File: config.mk
export PLATFORM = sky130hd
export DESIGN_NAME = osc_source_ctrl
export DESIGN_NICKNAME = d
export VERILOG_FILES = /design/src/include/osc_pkg.sv /design/src/core/osc_source_ctrl.sv /design/src/core/osc_sync2.sv /design/src/core/osc_pb_div.sv
export VERILOG_INCLUDE_DIRS = /design/src /design/src/include
export SDC_FILE = /design/constraint.sdc
export NUM_CORES = 1
export LEC_CHECK = 0
export BUFFER_PORTS_ARGS = -buffer_cell sky130_fd_sc_hd__buf_2
export CAP_MARGIN = 40
export CORE_MARGIN = 4
export CORE_UTILIZATION = 50
export DETAILED_ROUTE_END_ITERATION = 7
export HOLD_SLACK_MARGIN = 0.06
export PLACE_DENSITY = 0.83
export SLEW_MARGIN = 15
export SYNTH_ARGS = -nofsm -noshare
export SYNTH_HDL_FRONTEND = slang
export SYNTH_SLANG_ARGS = --single-unit
File: constraint.sdc
create_clock -name clk_sys_i -period 3.5 [get_ports clk_sys_i]
set_input_delay 0.525 -clock clk_sys_i [delete_from_list [all_inputs] [get_ports clk_sys_i]]
set_output_delay 0.525 -clock clk_sys_i [all_outputs]
set_load 0.005 [all_outputs]
File: src/include/osc_map.svh
`ifndef OSC_MAP_SVH
`define OSC_MAP_SVH

// register word indices on the avalon port (word address)
`define OSC_REG_CTRL          2'h0
`define OSC_REG_TRIM          2'h1
`define OSC_REG_REF           2'h2

// oscillator control register fields
`define OSC_C_FAST_RC_DIV     26:24
`define OSC_C_SEC_READY       22
`define OSC_C_PB_READY        21
`define OSC_C_PB_DIV          20:19
`define OSC_C_PLL_MULT        18:16
`define OSC_C_CUR_SRC         14:12
`define OSC_C_NXT_SRC         10:8
`define OSC_C_SEL_LOCK        7
`define OSC_C_USB_LOCK        6
`define OSC_C_SYS_LOCK        5
`define OSC_C_SLEEP_WAIT      4
`define OSC_C_CLK_FAIL        3
`define OSC_C_USB_FAST_RC     2
`define OSC_C_SEC_ENABLE      1
`define OSC_C_SWITCH_REQ      0

// fast rc tuning register field
`define OSC_T_TRIM            5:0

// reference clock control register fields
`define OSC_R_DIV             30:16
`define OSC_R_ON              15
`define OSC_R_STOP_IDLE       13
`define OSC_R_OUT_EN          12
`define OSC_R_RUN_SLEEP       11
`define OSC_R_DIV_SWITCH      9
`define OSC_R_ACTIVE          8
`define OSC_R_SEL             3:0

// reset values
`define OSC_FAST_RC_DIV_RST   3'h1
`define OSC_PB_DIV_RST        2'h3
`define OSC_PLL_MULT_RST      3'h0

// switch-monitor config bit that makes the lock bit effective
`define OSC_CFG_LOCKABLE      1

// source codes that need a ready oscillator before a switch, then reference source codes
`define OSC_SRC_FAST_RC_PLL   3'h1
`define OSC_SRC_PRIMARY_PLL   3'h3
`define OSC_SRC_SECONDARY     3'h4
`define OSC_REF_SEL_CORE      4'h0
`define OSC_REF_SEL_PERIPH    4'h1

// timing in ns
`define OSC_CLK_PERIOD_NS     100
`define OSC_SWITCH_SETTLE_NS  800
`define OSC_REF_SWITCH_NS     400

// lookup tables, entry 0 in the low bits
`define OSC_FAST_RC_RATIO_TAB {9'h100, 9'h040, 9'h020, 9'h010, 9'h008, 9'h004, 9'h002, 9'h001}
`define OSC_PLL_FACTOR_TAB    {5'h18, 5'h15, 5'h14, 5'h13, 5'h12, 5'h11, 5'h10, 5'h0F}

`endif

File: src/include/osc_pkg.sv
package osc_pkg;

	// clock switch sequencer states
	typedef enum logic [1:0] {
		SW_IDLE,
		SW_WAIT_READY,
		SW_SETTLE
	} osc_sw_state_type;

	// oscillator status pins, all asynchronous to clk_sys_i
	typedef struct packed {
		logic sec_osc_stable;
		logic usb_pll_lock;
		logic sys_pll_lock;
		logic clock_fail;
	} osc_pin_type;

	// configuration straps from nonvolatile memory
	typedef struct packed {
		logic [1:0] switch_monitor_config;
		logic [2:0] initial_source_config;
	} osc_strap_type;

	// settings toward the oscillators and pll
	typedef struct packed {
		logic [8:0] fast_rc_ratio;
		logic [4:0] pll_factor;
		logic [2:0] core_clock_src;
		logic       pll_enable;
		logic       sec_osc_enable;
		logic       usb_fast_rc_select;
	} osc_clk_cfg_type;

	// settings toward the reference clock generator
	typedef struct packed {
		logic [14:0] divider;
		logic [3:0]  source;
		logic        enable;
		logic        out_enable;
	} osc_ref_cfg_type;

endpackage

File: src/core/osc_source_ctrl.sv
// Contract
// - fast rc divided by eight-code divider field
// - secondary ready only when running and stable
// - divisor ready flag gates divisor writes
// - peripheral clock is core clock over 1/2/4/8
// - pll multiplier codes select fifteen to twenty-one or twenty-four
// - current source field reports active clock
// - next source loads from strap at reset
// - lock bit freezes selections when lockable
// - usb pll lock flag reported
// - system pll lock flag, zero when disabled
// - wait enters sleep or idle per bit
// - clock fail flag set by monitor
// - usb clock from fast rc when set
// - secondary oscillator enable bit
// - switch request bit clears when done
// - unimplemented control bits read zero
// - six-bit trim, upper bits read zero
// - divider switch bit clears on completion
// - enabled generator holds values until switch
// - four-bit reference source select
`timescale 1ns/1ps
`include "osc_map.svh"
module osc_source_ctrl
	import osc_pkg::*;
(
	// clock and reset
	input  wire logic            clk_sys_i,
	input  wire logic            srst_i,
	// avalon-mm slave, word addressed
	input  wire logic [1:0]      avs_address_i,
	input  wire logic            avs_read_i,
	input  wire logic            avs_write_i,
	input  wire logic [31:0]     avs_writedata_i,
	input  wire logic [3:0]      avs_byteenable_i,
	output logic      [31:0]     avs_readdata_o,
	output logic                 avs_waitrequest_o,
	// oscillator status pins and configuration straps
	input  wire osc_pin_type     osc_pins_i,
	input  wire osc_strap_type   straps_i,
	// core power events
	input  wire logic            wait_exec_i,
	input  wire logic            wake_event_i,
	// oscillator and reference clock settings
	output osc_clk_cfg_type      clk_cfg_o,
	output osc_ref_cfg_type      ref_cfg_o,
	output logic [5:0]           fast_rc_trim_o,
	output logic                 periph_clk_tick_o,
	// power mode
	output logic                 sleep_mode_o,
	output logic                 idle_mode_o
);

	// derived cycle counts, rounded up as these are least times
	localparam int SW_CYC  = (`OSC_SWITCH_SETTLE_NS + `OSC_CLK_PERIOD_NS - 1) / `OSC_CLK_PERIOD_NS;
	localparam int REF_CYC = (`OSC_REF_SWITCH_NS + `OSC_CLK_PERIOD_NS - 1) / `OSC_CLK_PERIOD_NS;
	localparam logic [7:0] SW_LAST  = 8'(SW_CYC - 1);
	localparam logic [7:0] REF_LAST = 8'(REF_CYC - 1);
	localparam logic [71:0] RATIO_TAB  = `OSC_FAST_RC_RATIO_TAB;
	localparam logic [39:0] FACTOR_TAB = `OSC_PLL_FACTOR_TAB;

	// all state of this block
	typedef struct packed {
		logic               strap_pend;     // straps still to be taken
		logic [1:0]         sw_mon_cfg;     // captured switch-monitor config
		logic [2:0]         fast_rc_div;
		logic [1:0]         pb_div;
		logic [2:0]         pll_mult;
		logic [2:0]         nxt_src;
		logic               sel_lock;
		logic               usb_pll_locked;
		logic               sys_pll_locked;
		logic               sleep_on_wait;
		logic               clock_fail_flag;
		logic               switch_req;
		logic               sec_ready;
		logic [5:0]         trim;
		logic [14:0]        ref_div_stage;  // value software wrote
		logic [3:0]         ref_sel_stage;
		logic               ref_on;
		logic               ref_stop_idle;
		logic               ref_run_sleep;
		logic               ref_div_switch;
		logic               ref_active;
		logic [7:0]         ref_cnt;
		osc_sw_state_type   sw_state;
		logic [7:0]         sw_cnt;
		logic               sleep_mode;
		logic               idle_mode;
		logic               waitreq;
		logic [31:0]        rdata;
		osc_clk_cfg_type    clk;
		osc_ref_cfg_type    refc;
	} osc_state_type;

	osc_state_type  state_r;    // registered state
	osc_state_type  state_nxt;  // next state
	osc_pin_type    pins_s;     // synchronised pins
	osc_strap_type  straps_s;   // synchronised straps
	logic           pb_ready;   // divisor may be written
	logic           pb_tick;    // peripheral clock enable

	// merge write data into an old image under byte enables
	function automatic logic [31:0] byte_merge(input logic [31:0] old, input logic [31:0] wd,
		input logic [3:0] be);
		logic [31:0] m;
		m = '0;
		for (int i = 0; i < 4; i++) begin
			m[i*8 +: 8] = {8{be[i]}};
		end
		return (old & ~m) | (wd & m);
	endfunction

	// pins and straps cross in from outside the clock domain
	osc_sync2 #(
		.W($bits(osc_pin_type) + $bits(osc_strap_type))
	) u_sync (
		.clk_sys_i (clk_sys_i),
		.d_i       ({osc_pins_i, straps_i}),
		.q_o       ({pins_s, straps_s})
	);

	// peripheral bus clock enable and divisor ready
	osc_pb_div u_pb_div (
		.clk_sys_i  (clk_sys_i),
		.srst_i     (srst_i),
		.div_code_i (state_r.pb_div),
		.tick_o     (pb_tick),
		.ready_o    (pb_ready)
	);

	// the whole block: bus slave, switch sequencer, reference staging
	always_comb begin
		logic [31:0] ctrl_img; // control register as read
		logic [31:0] trim_img; // tuning register as read
		logic [31:0] ref_img;  // reference register as read
		logic [31:0] wimg;     // merged write image
		logic        req;      // master has a request up
		logic        wr;       // write takes effect this edge
		logic        locked;   // selections frozen
		logic        tgt_rdy;  // target oscillator usable
		ctrl_img = '0;
		trim_img = '0;
		ref_img  = '0;
		wimg     = '0;
		req      = 1'b0;
		wr       = 1'b0;
		locked   = 1'b0;
		tgt_rdy  = 1'b0;
		state_nxt = state_r;

		// read images; unlisted bits stay zero
		ctrl_img[`OSC_C_FAST_RC_DIV] = state_r.fast_rc_div;
		ctrl_img[`OSC_C_SEC_READY]   = state_r.sec_ready;
		ctrl_img[`OSC_C_PB_READY]    = pb_ready;
		ctrl_img[`OSC_C_PB_DIV]      = state_r.pb_div;
		ctrl_img[`OSC_C_PLL_MULT]    = state_r.pll_mult;
		ctrl_img[`OSC_C_CUR_SRC]     = state_r.clk.core_clock_src;
		ctrl_img[`OSC_C_NXT_SRC]     = state_r.nxt_src;
		ctrl_img[`OSC_C_SEL_LOCK]    = state_r.sel_lock;
		ctrl_img[`OSC_C_USB_LOCK]    = state_r.usb_pll_locked;
		ctrl_img[`OSC_C_SYS_LOCK]    = state_r.sys_pll_locked;
		ctrl_img[`OSC_C_SLEEP_WAIT]  = state_r.sleep_on_wait;
		ctrl_img[`OSC_C_CLK_FAIL]    = state_r.clock_fail_flag;
		ctrl_img[`OSC_C_USB_FAST_RC] = state_r.clk.usb_fast_rc_select;
		ctrl_img[`OSC_C_SEC_ENABLE]  = state_r.clk.sec_osc_enable;
		ctrl_img[`OSC_C_SWITCH_REQ]  = state_r.switch_req;
		trim_img[`OSC_T_TRIM]        = state_r.trim;
		ref_img[`OSC_R_DIV]          = state_r.ref_div_stage;
		ref_img[`OSC_R_ON]           = state_r.ref_on;
		ref_img[`OSC_R_STOP_IDLE]    = state_r.ref_stop_idle;
		ref_img[`OSC_R_OUT_EN]       = state_r.refc.out_enable;
		ref_img[`OSC_R_RUN_SLEEP]    = state_r.ref_run_sleep;
		ref_img[`OSC_R_DIV_SWITCH]   = state_r.ref_div_switch;
		ref_img[`OSC_R_ACTIVE]       = state_r.ref_active;
		ref_img[`OSC_R_SEL]          = state_r.ref_sel_stage;

		// handshake: waitrequest drops for one cycle, one cycle after the request
		req = avs_read_i | avs_write_i;
		wr  = avs_write_i & ~state_r.waitreq;
		state_nxt.waitreq = ~(req & state_r.waitreq);
		if (avs_read_i && state_r.waitreq) begin
			case (avs_address_i)
				`OSC_REG_CTRL: state_nxt.rdata = ctrl_img;
				`OSC_REG_TRIM: state_nxt.rdata = trim_img;
				`OSC_REG_REF:  state_nxt.rdata = ref_img;
				default:       state_nxt.rdata = '0; // unmapped word reads zero
			endcase
		end

		// status sampled from the synchronised pins
		state_nxt.sec_ready      = pins_s.sec_osc_stable & state_r.clk.sec_osc_enable;
		state_nxt.sys_pll_locked = pins_s.sys_pll_lock & state_r.clk.pll_enable;
		state_nxt.usb_pll_locked = pins_s.usb_pll_lock;

		// lock only counts when the straps make it lockable
		locked = state_r.sw_mon_cfg[`OSC_CFG_LOCKABLE] & state_r.sel_lock;

		// control register write
		if (wr && avs_address_i == `OSC_REG_CTRL) begin
			wimg = byte_merge(ctrl_img, avs_writedata_i, avs_byteenable_i);
			state_nxt.fast_rc_div            = wimg[`OSC_C_FAST_RC_DIV];
			state_nxt.sleep_on_wait          = wimg[`OSC_C_SLEEP_WAIT];
			state_nxt.clock_fail_flag        = wimg[`OSC_C_CLK_FAIL];
			state_nxt.clk.usb_fast_rc_select = wimg[`OSC_C_USB_FAST_RC];
			state_nxt.clk.sec_osc_enable     = wimg[`OSC_C_SEC_ENABLE];
			// a write while the divider is still adjusting is dropped
			if (pb_ready) begin
				state_nxt.pb_div = wimg[`OSC_C_PB_DIV];
			end
			if (!locked) begin
				state_nxt.pll_mult = wimg[`OSC_C_PLL_MULT];
				state_nxt.nxt_src  = wimg[`OSC_C_NXT_SRC];
				// switch request is write-one; a zero does not abort a switch
				state_nxt.switch_req = state_r.switch_req | wimg[`OSC_C_SWITCH_REQ];
			end
			// lock is set-only so software cannot undo it
			state_nxt.sel_lock = state_r.sel_lock | wimg[`OSC_C_SEL_LOCK];
		end
		// a failure in the cycle of a clearing write still sets the flag
		if (pins_s.clock_fail) begin
			state_nxt.clock_fail_flag = 1'b1;
		end

		// tuning register write
		if (wr && avs_address_i == `OSC_REG_TRIM) begin
			wimg = byte_merge(trim_img, avs_writedata_i, avs_byteenable_i);
			state_nxt.trim = wimg[`OSC_T_TRIM];
		end

		// reference register write; divider and source land in the stage first
		if (wr && avs_address_i == `OSC_REG_REF) begin
			wimg = byte_merge(ref_img, avs_writedata_i, avs_byteenable_i);
			state_nxt.ref_div_stage   = wimg[`OSC_R_DIV];
			state_nxt.ref_sel_stage   = wimg[`OSC_R_SEL];
			state_nxt.ref_on          = wimg[`OSC_R_ON];
			state_nxt.ref_stop_idle   = wimg[`OSC_R_STOP_IDLE];
			state_nxt.refc.out_enable = wimg[`OSC_R_OUT_EN];
			state_nxt.ref_run_sleep   = wimg[`OSC_R_RUN_SLEEP];
			state_nxt.ref_div_switch  = state_r.ref_div_switch | wimg[`OSC_R_DIV_SWITCH];
		end

		// reference staging: disabled generator takes values at once
		if (!state_r.ref_on) begin
			state_nxt.refc.divider = state_r.ref_div_stage;
			state_nxt.refc.source  = state_r.ref_sel_stage;
			state_nxt.ref_div_switch = 1'b0;
			state_nxt.ref_cnt        = '0;
		end else if (state_r.ref_div_switch) begin
			// enabled: apply only after the switch has run its course
			if (state_r.ref_cnt == REF_LAST) begin
				state_nxt.refc.divider   = state_r.ref_div_stage;
				state_nxt.refc.source    = state_r.ref_sel_stage;
				state_nxt.ref_div_switch = 1'b0;
				state_nxt.ref_cnt        = '0;
			end else begin
				state_nxt.ref_cnt = state_r.ref_cnt + 8'h01;
			end
		end
		// request is active while the generator runs or switches
		state_nxt.ref_active = state_r.ref_on | state_r.ref_div_switch;
		// run in sleep has no meaning for core and peripheral sources
		state_nxt.refc.enable = state_r.ref_on
			& ~(state_r.ref_stop_idle & state_r.idle_mode)
			& ~(state_r.sleep_mode & ~(state_r.ref_run_sleep
				& state_r.refc.source != `OSC_REF_SEL_CORE
				& state_r.refc.source != `OSC_REF_SEL_PERIPH));

		// clock switch sequencer
		case (state_r.nxt_src)
			`OSC_SRC_FAST_RC_PLL: tgt_rdy = state_r.sys_pll_locked;
			`OSC_SRC_PRIMARY_PLL: tgt_rdy = state_r.sys_pll_locked;
			`OSC_SRC_SECONDARY:   tgt_rdy = state_r.sec_ready;
			default:              tgt_rdy = 1'b1;
		endcase
		case (state_r.sw_state)
			SW_IDLE: begin
				state_nxt.sw_cnt = '0;
				if (state_r.switch_req) begin
					state_nxt.sw_state = SW_WAIT_READY;
				end
			end
			SW_WAIT_READY: begin
				// waits without limit for the new source to come up
				if (tgt_rdy) begin
					state_nxt.sw_state = SW_SETTLE;
				end
			end
			SW_SETTLE: begin
				if (state_r.sw_cnt == SW_LAST) begin
					state_nxt.clk.core_clock_src = state_r.nxt_src;
					state_nxt.switch_req         = 1'b0;
					state_nxt.sw_state           = SW_IDLE;
				end else begin
					state_nxt.sw_cnt = state_r.sw_cnt + 8'h01;
				end
			end
			default: begin
				state_nxt.sw_state = SW_IDLE;
			end
		endcase

		// wait instruction chooses sleep or idle and wins over a wake in the same cycle; a wake event alone ends both
		if (wait_exec_i) begin
			state_nxt.sleep_mode = state_r.sleep_on_wait;
			state_nxt.idle_mode  = ~state_r.sleep_on_wait;
		end else if (wake_event_i) begin
			state_nxt.sleep_mode = 1'b0;
			state_nxt.idle_mode  = 1'b0;
		end

		// straps are taken once, one cycle after reset is released
		if (state_r.strap_pend) begin
			state_nxt.strap_pend         = 1'b0;
			state_nxt.sw_mon_cfg         = straps_s.switch_monitor_config;
			state_nxt.nxt_src            = straps_s.initial_source_config;
			state_nxt.clk.core_clock_src = straps_s.initial_source_config;
		end

		// synchronous reset
		if (srst_i) begin
			state_nxt             = '0;
			state_nxt.strap_pend  = 1'b1;
			state_nxt.waitreq     = 1'b1;
			state_nxt.sw_state    = SW_IDLE;
			state_nxt.fast_rc_div = `OSC_FAST_RC_DIV_RST;
			state_nxt.pb_div      = `OSC_PB_DIV_RST;
			state_nxt.pll_mult    = `OSC_PLL_MULT_RST;
		end

		// decoded settings follow their fields
		state_nxt.clk.fast_rc_ratio = RATIO_TAB[state_nxt.fast_rc_div*9 +: 9];
		state_nxt.clk.pll_factor    = FACTOR_TAB[state_nxt.pll_mult*5 +: 5];
		// pll runs while either the current or the next source needs it
		state_nxt.clk.pll_enable =
			state_nxt.clk.core_clock_src == `OSC_SRC_FAST_RC_PLL
			| state_nxt.clk.core_clock_src == `OSC_SRC_PRIMARY_PLL
			| state_nxt.nxt_src == `OSC_SRC_FAST_RC_PLL
			| state_nxt.nxt_src == `OSC_SRC_PRIMARY_PLL;
	end

	// state register
	always_ff @(posedge clk_sys_i) begin
		state_r <= state_nxt;
	end

	// outputs straight from flip-flops
	assign avs_readdata_o    = state_r.rdata;
	assign avs_waitrequest_o = state_r.waitreq;
	assign clk_cfg_o         = state_r.clk;
	assign ref_cfg_o         = state_r.refc;
	assign fast_rc_trim_o    = state_r.trim;
	assign periph_clk_tick_o = pb_tick;
	assign sleep_mode_o      = state_r.sleep_mode;
	assign idle_mode_o       = state_r.idle_mode;

endmodule // osc_source_ctrl

File: src/core/osc_sync2.sv
`timescale 1ns/1ps
module osc_sync2 #(
	parameter int W = 1
) (
	// clock
	input  wire logic         clk_sys_i,
	// asynchronous levels in, synchronised levels out
	input  wire logic [W-1:0] d_i,
	output logic      [W-1:0] q_o
);

	// first stage feeds only the second stage
	typedef struct packed {
		logic [W-1:0] meta;
		logic [W-1:0] stable;
	} osc_sync_state_type;

	osc_sync_state_type state_r;   // both stages
	osc_sync_state_type state_nxt; // next value

	// shift one stage per clock
	always_comb begin
		state_nxt        = state_r;
		state_nxt.meta   = d_i;
		state_nxt.stable = state_r.meta;
	end

	// no reset: levels settle within two clocks anyway
	always_ff @(posedge clk_sys_i) begin
		state_r <= state_nxt;
	end

	assign q_o = state_r.stable;

endmodule // osc_sync2

File: src/core/osc_pb_div.sv
`timescale 1ns/1ps
`include "osc_map.svh"
module osc_pb_div
	import osc_pkg::*;
(
	// clock and reset
	input  wire logic       clk_sys_i,
	input  wire logic       srst_i,
	// divisor code from the control register
	input  wire logic [1:0] div_code_i,
	// one-cycle tick per peripheral clock, and divisor ready
	output logic            tick_o,
	output logic            ready_o
);

	typedef struct packed {
		logic [1:0] active; // divisor in use
		logic [2:0] cnt;    // cycles into the current period
		logic       tick;
		logic       ready;
	} osc_pb_state_type;

	localparam logic [2:0] ONE = 3'h1;

	osc_pb_state_type state_r;   // registered state
	osc_pb_state_type state_nxt; // next state
	logic [2:0]       limit;     // last count of a period

	// new divisor is taken only at a period boundary, so no short tick appears
	always_comb begin
		state_nxt      = state_r;
		state_nxt.tick = 1'b0;
		limit          = (ONE << state_r.active) - ONE;
		if (state_r.cnt == limit) begin
			state_nxt.cnt    = '0;
			state_nxt.tick   = 1'b1;
			state_nxt.active = div_code_i;
		end else begin
			state_nxt.cnt = state_r.cnt + ONE;
		end
		// ready drops while a new divisor waits for the boundary
		state_nxt.ready = (state_nxt.active == div_code_i);
		if (srst_i) begin
			state_nxt.active = `OSC_PB_DIV_RST;
			state_nxt.cnt    = '0;
			state_nxt.tick   = 1'b0;
			state_nxt.ready  = 1'b1;
		end
	end

	// state register
	always_ff @(posedge clk_sys_i) begin
		state_r <= state_nxt;
	end

	assign tick_o  = state_r.tick;
	assign ready_o = state_r.ready;

endmodule // osc_pb_div

==> impl_metrics.tcl <==
set metrics [dict create \
    die_h_um 125 \
    cp_slowest_stage_delay_ns 0.65 \
    yosys_warnings 0 \
    track_usage_pct 20.1 \
    report.final.setup_viol 0 \
    worstMarginPinSlew_ns 0.815 \
    layout.cell_area.non_filler_um2 7580 \
    initial_antenna_violation_count 0 \
    vias_in_the_first_global_route 4747 \
    final_antenna_net_count 0 \
    worstPathRequired_ns 3.80 \
    synth-edff-count 0 \
    dp_hpwl_um 11000 \
    routed_wirelength_um 15600 \
    commonest_cells_after_routing_fill_and_taps_aside "165 x dfxtp_1, 128 x buf_2, 108 x nor2_1, 61 x mux2i_1, 26 x a22oi_1" \
    timing.critical_path.slowest_stage_cell "or4b_4" \
    grt_max_degree 50 \
    placement.cell_area_um2 7000 \
    synthDistinctLibCells 64 \
    worst_case_clock_skew_ns 0.00722 \
    grt_pass1_wl_um 25000 \
    finalNonFillerCells 932 \
    placedCellCount 901 \
    power_leakage_uw 0.00338 \
    root_buffer "clkbuf_16" \
    fillerInstances 1132 \
    critPathLaunchType "input pin" \
    library_cell_occupying_the_most_area_in_the_post_synthesis_netlist "dfxtp_1" \
    ctsResizeCount 0 \
    post_synth_instance_area_um2 6790 \
    std_cell_rows 42 \
    clkSinkCount 165 \
    route.detailed.drc 0 \
    final_common_cell "dfxtp_1" \
    sequence_of_cells_on_the_critical_path "buf_2, or4b_4, o21ai_0, a21o_1, ha_1, mux2_1" \
    ir_worst_vdd_uv 339 \
    initial_standard_cell_utilization_of_the_core_pct 51.1 \
    maxSlewHeadroom_pct 45.5 \
    powerDensity_nw_per_um2 525 \
    die_width_um 125 \
    clk_pin_slew_worst_paths_ns 0.06 \
    ant_cells 0 \
    worst_hold_path_type "input pin to register" \
    timing.final.crit_period_ns 2.06 \
    hold_violation_count_in_the_final_report 0 \
    buffer_ports.inserted 129 \
    cts_inserted_buffers 17 \
    rsz0062_at_grt "no" \
    tritoncts_clock_tree "done" \
    cap_viol_max_count 0 \
    synth_largest_type_area_fraction_pct 48.6 \
    postLayoutCoreUtil_pct 57.0 \
    worst_skew_pair.late_latency_ns 0.42 \
    post_synthesis_mean_instance_area_um2 9.76 \
    cts.repair_timing.setup_buffer_count 0 \
    post_synth_main_area_contributors "dfxtp_1 49%, mux2i_1 9.0%, buf_4 8.7%" \
    postSynth.topFlopCell "dfxtp_1" \
    worst_ep_arrival_time_ns 2.37 \
    clockBufferDepth 2 \
    nets 802 \
    layout-drive-gt1-share_pct 26.1 \
    cp-end-kind "register" \
    synthCells 696 \
    worst-path-max-fanout 16 \
    outcome "completed" \
    place.gp.congestion 0.882 \
    criticalPathCategory "input pin to register" \
    post_cts_hold_buffer_count 0 \
    drt_pass1_iterations 5 \
    coreArea_um2 13300 \
    synth.yosys.seq_area_share_pct 48.6 \
    via_per_inst 5.37 \
    synth_to_layout_area_growth_pct 11.7 \
    globalRoute.totalOverflow 0 \
    design.die.area_um2 15500 \
    timing.fmax_mhz 485 \
    drv_slew 0 \
    ys_seq_elements 165 \
    routed_wire_per_std_cell_um 16.8 \
    final.setup.tns_ns 0 \
    cts_max_level 4 \
    fin_crit_sh_pct 58.9 \
    async_reset_ff_share_pct 0 \
    detailroute.via_count 5009 \
    pin_count 136 \
    initialDrtViolationCount 433 \
    final.hold.worst_slack_ns 0.203 \
]
## final cells by class
class / instances / area [um^2] / area share [%]
multi-input combinational: 408 / 2710 / 35.7
tap: 176 / 220 / 2.90
timing repair buffer: 138 / 716 / 9.44
clock inverter: 7 / 93.8 / 1.24
inverter: 14 / 52.6 / 0.693
clock buffer: 24 / 492 / 6.48
sequential: 165 / 3300 / 43.6
## where the power goes
part	switching [uW]	total [uW]	internal (uW)
registers	26.8	1940	1920
logic	117	197	80.3
clock network	720	1840	1120
total	864	3980	3120
## synth_stat cells (3+ instances only)
cell type  count
and3_1         8
xor2_1         3
ha_1           5
or3_1          3
or4_1          4
a31oi_1        4
nand3b_1       4
nor2_1       108
o211ai_1       5
nor3b_1        7
buf_2          3
nand4_1        6
nor2b_1        6
inv_1         13
o21ai_0       15
nor3_1        16
nand2_1       19
xnor2_1        6
a21oi_2        3
dfxtp_1      165
a22oi_1       26
nand3_1       10
and2_1         5
mux2_2        16
o21a_1         3
buf_4         79
mux2i_1       61
clkbuf_1      23
a211oi_1       6
a21oi_1       23
## stage by stage
step	setup WS [ns]	total power [uW]
2_1_floorplan	1.36	2110
3_3_place_gp	1.07	2180
3_5_place_dp	1.05	2180
4_1_cts	1.47	4010
5_1_grt	1.24	4110
6_report	1.44	3980
## final timing paths
kind	from	end	slack (ns)	depth (start not counted)
setup / recovery	avs_address_i[1]	clk_cfg_o[8]	1.44	6
hold / removal	osc_pins_i[2]	u_sync.state_nxt[7]	0.20	1
setup reg to reg	state_r[89]	ref_cfg_o[14]	1.50	5
hold reg to reg	u_sync.state_nxt[8]	u_sync.q_o[8]	0.33	0
## critical path, delay by kind of cell
kind | cells | cell delay (ns)
compound gates | 2 | 0.37
fa+ha+maj | 1 | 0.26
simple gates | 1 | 0.65
buf+inv | 1 | 0.25
mux | 1 | 0.31
## kinds of logic after synthesis
kind of cell | after synthesis | synth area share (%)
flip-flops | 165 | 48.6
other | 1 | 0.0552
adder cells (fa/ha/maj) | 5 | 0.921
buffers and inverters | 124 | 11.7
multiplexers | 79 | 12.0
AND/OR/NAND/NOR | 208 | 14.9
XOR/XNOR | 9 | 1.16
AO/OA/AOI/OAI | 105 | 10.6
## routing by layer
| metal | global-route usage [%] | up-vias | share of wire, % |
|---|---|---|---|
| met2 | 31.9 | 186 | 47 |
| li1 | - | 2423 | - |
| met1 | 25.9 | 2381 | 44 |
| met5 | 0 | - | 0 |
| met3 | 6.05 | 19 | 7.6 |
| met4 | 7.35 | 0 | 1.6 |
No activity file was read; power rests on OpenSTA's default activity.
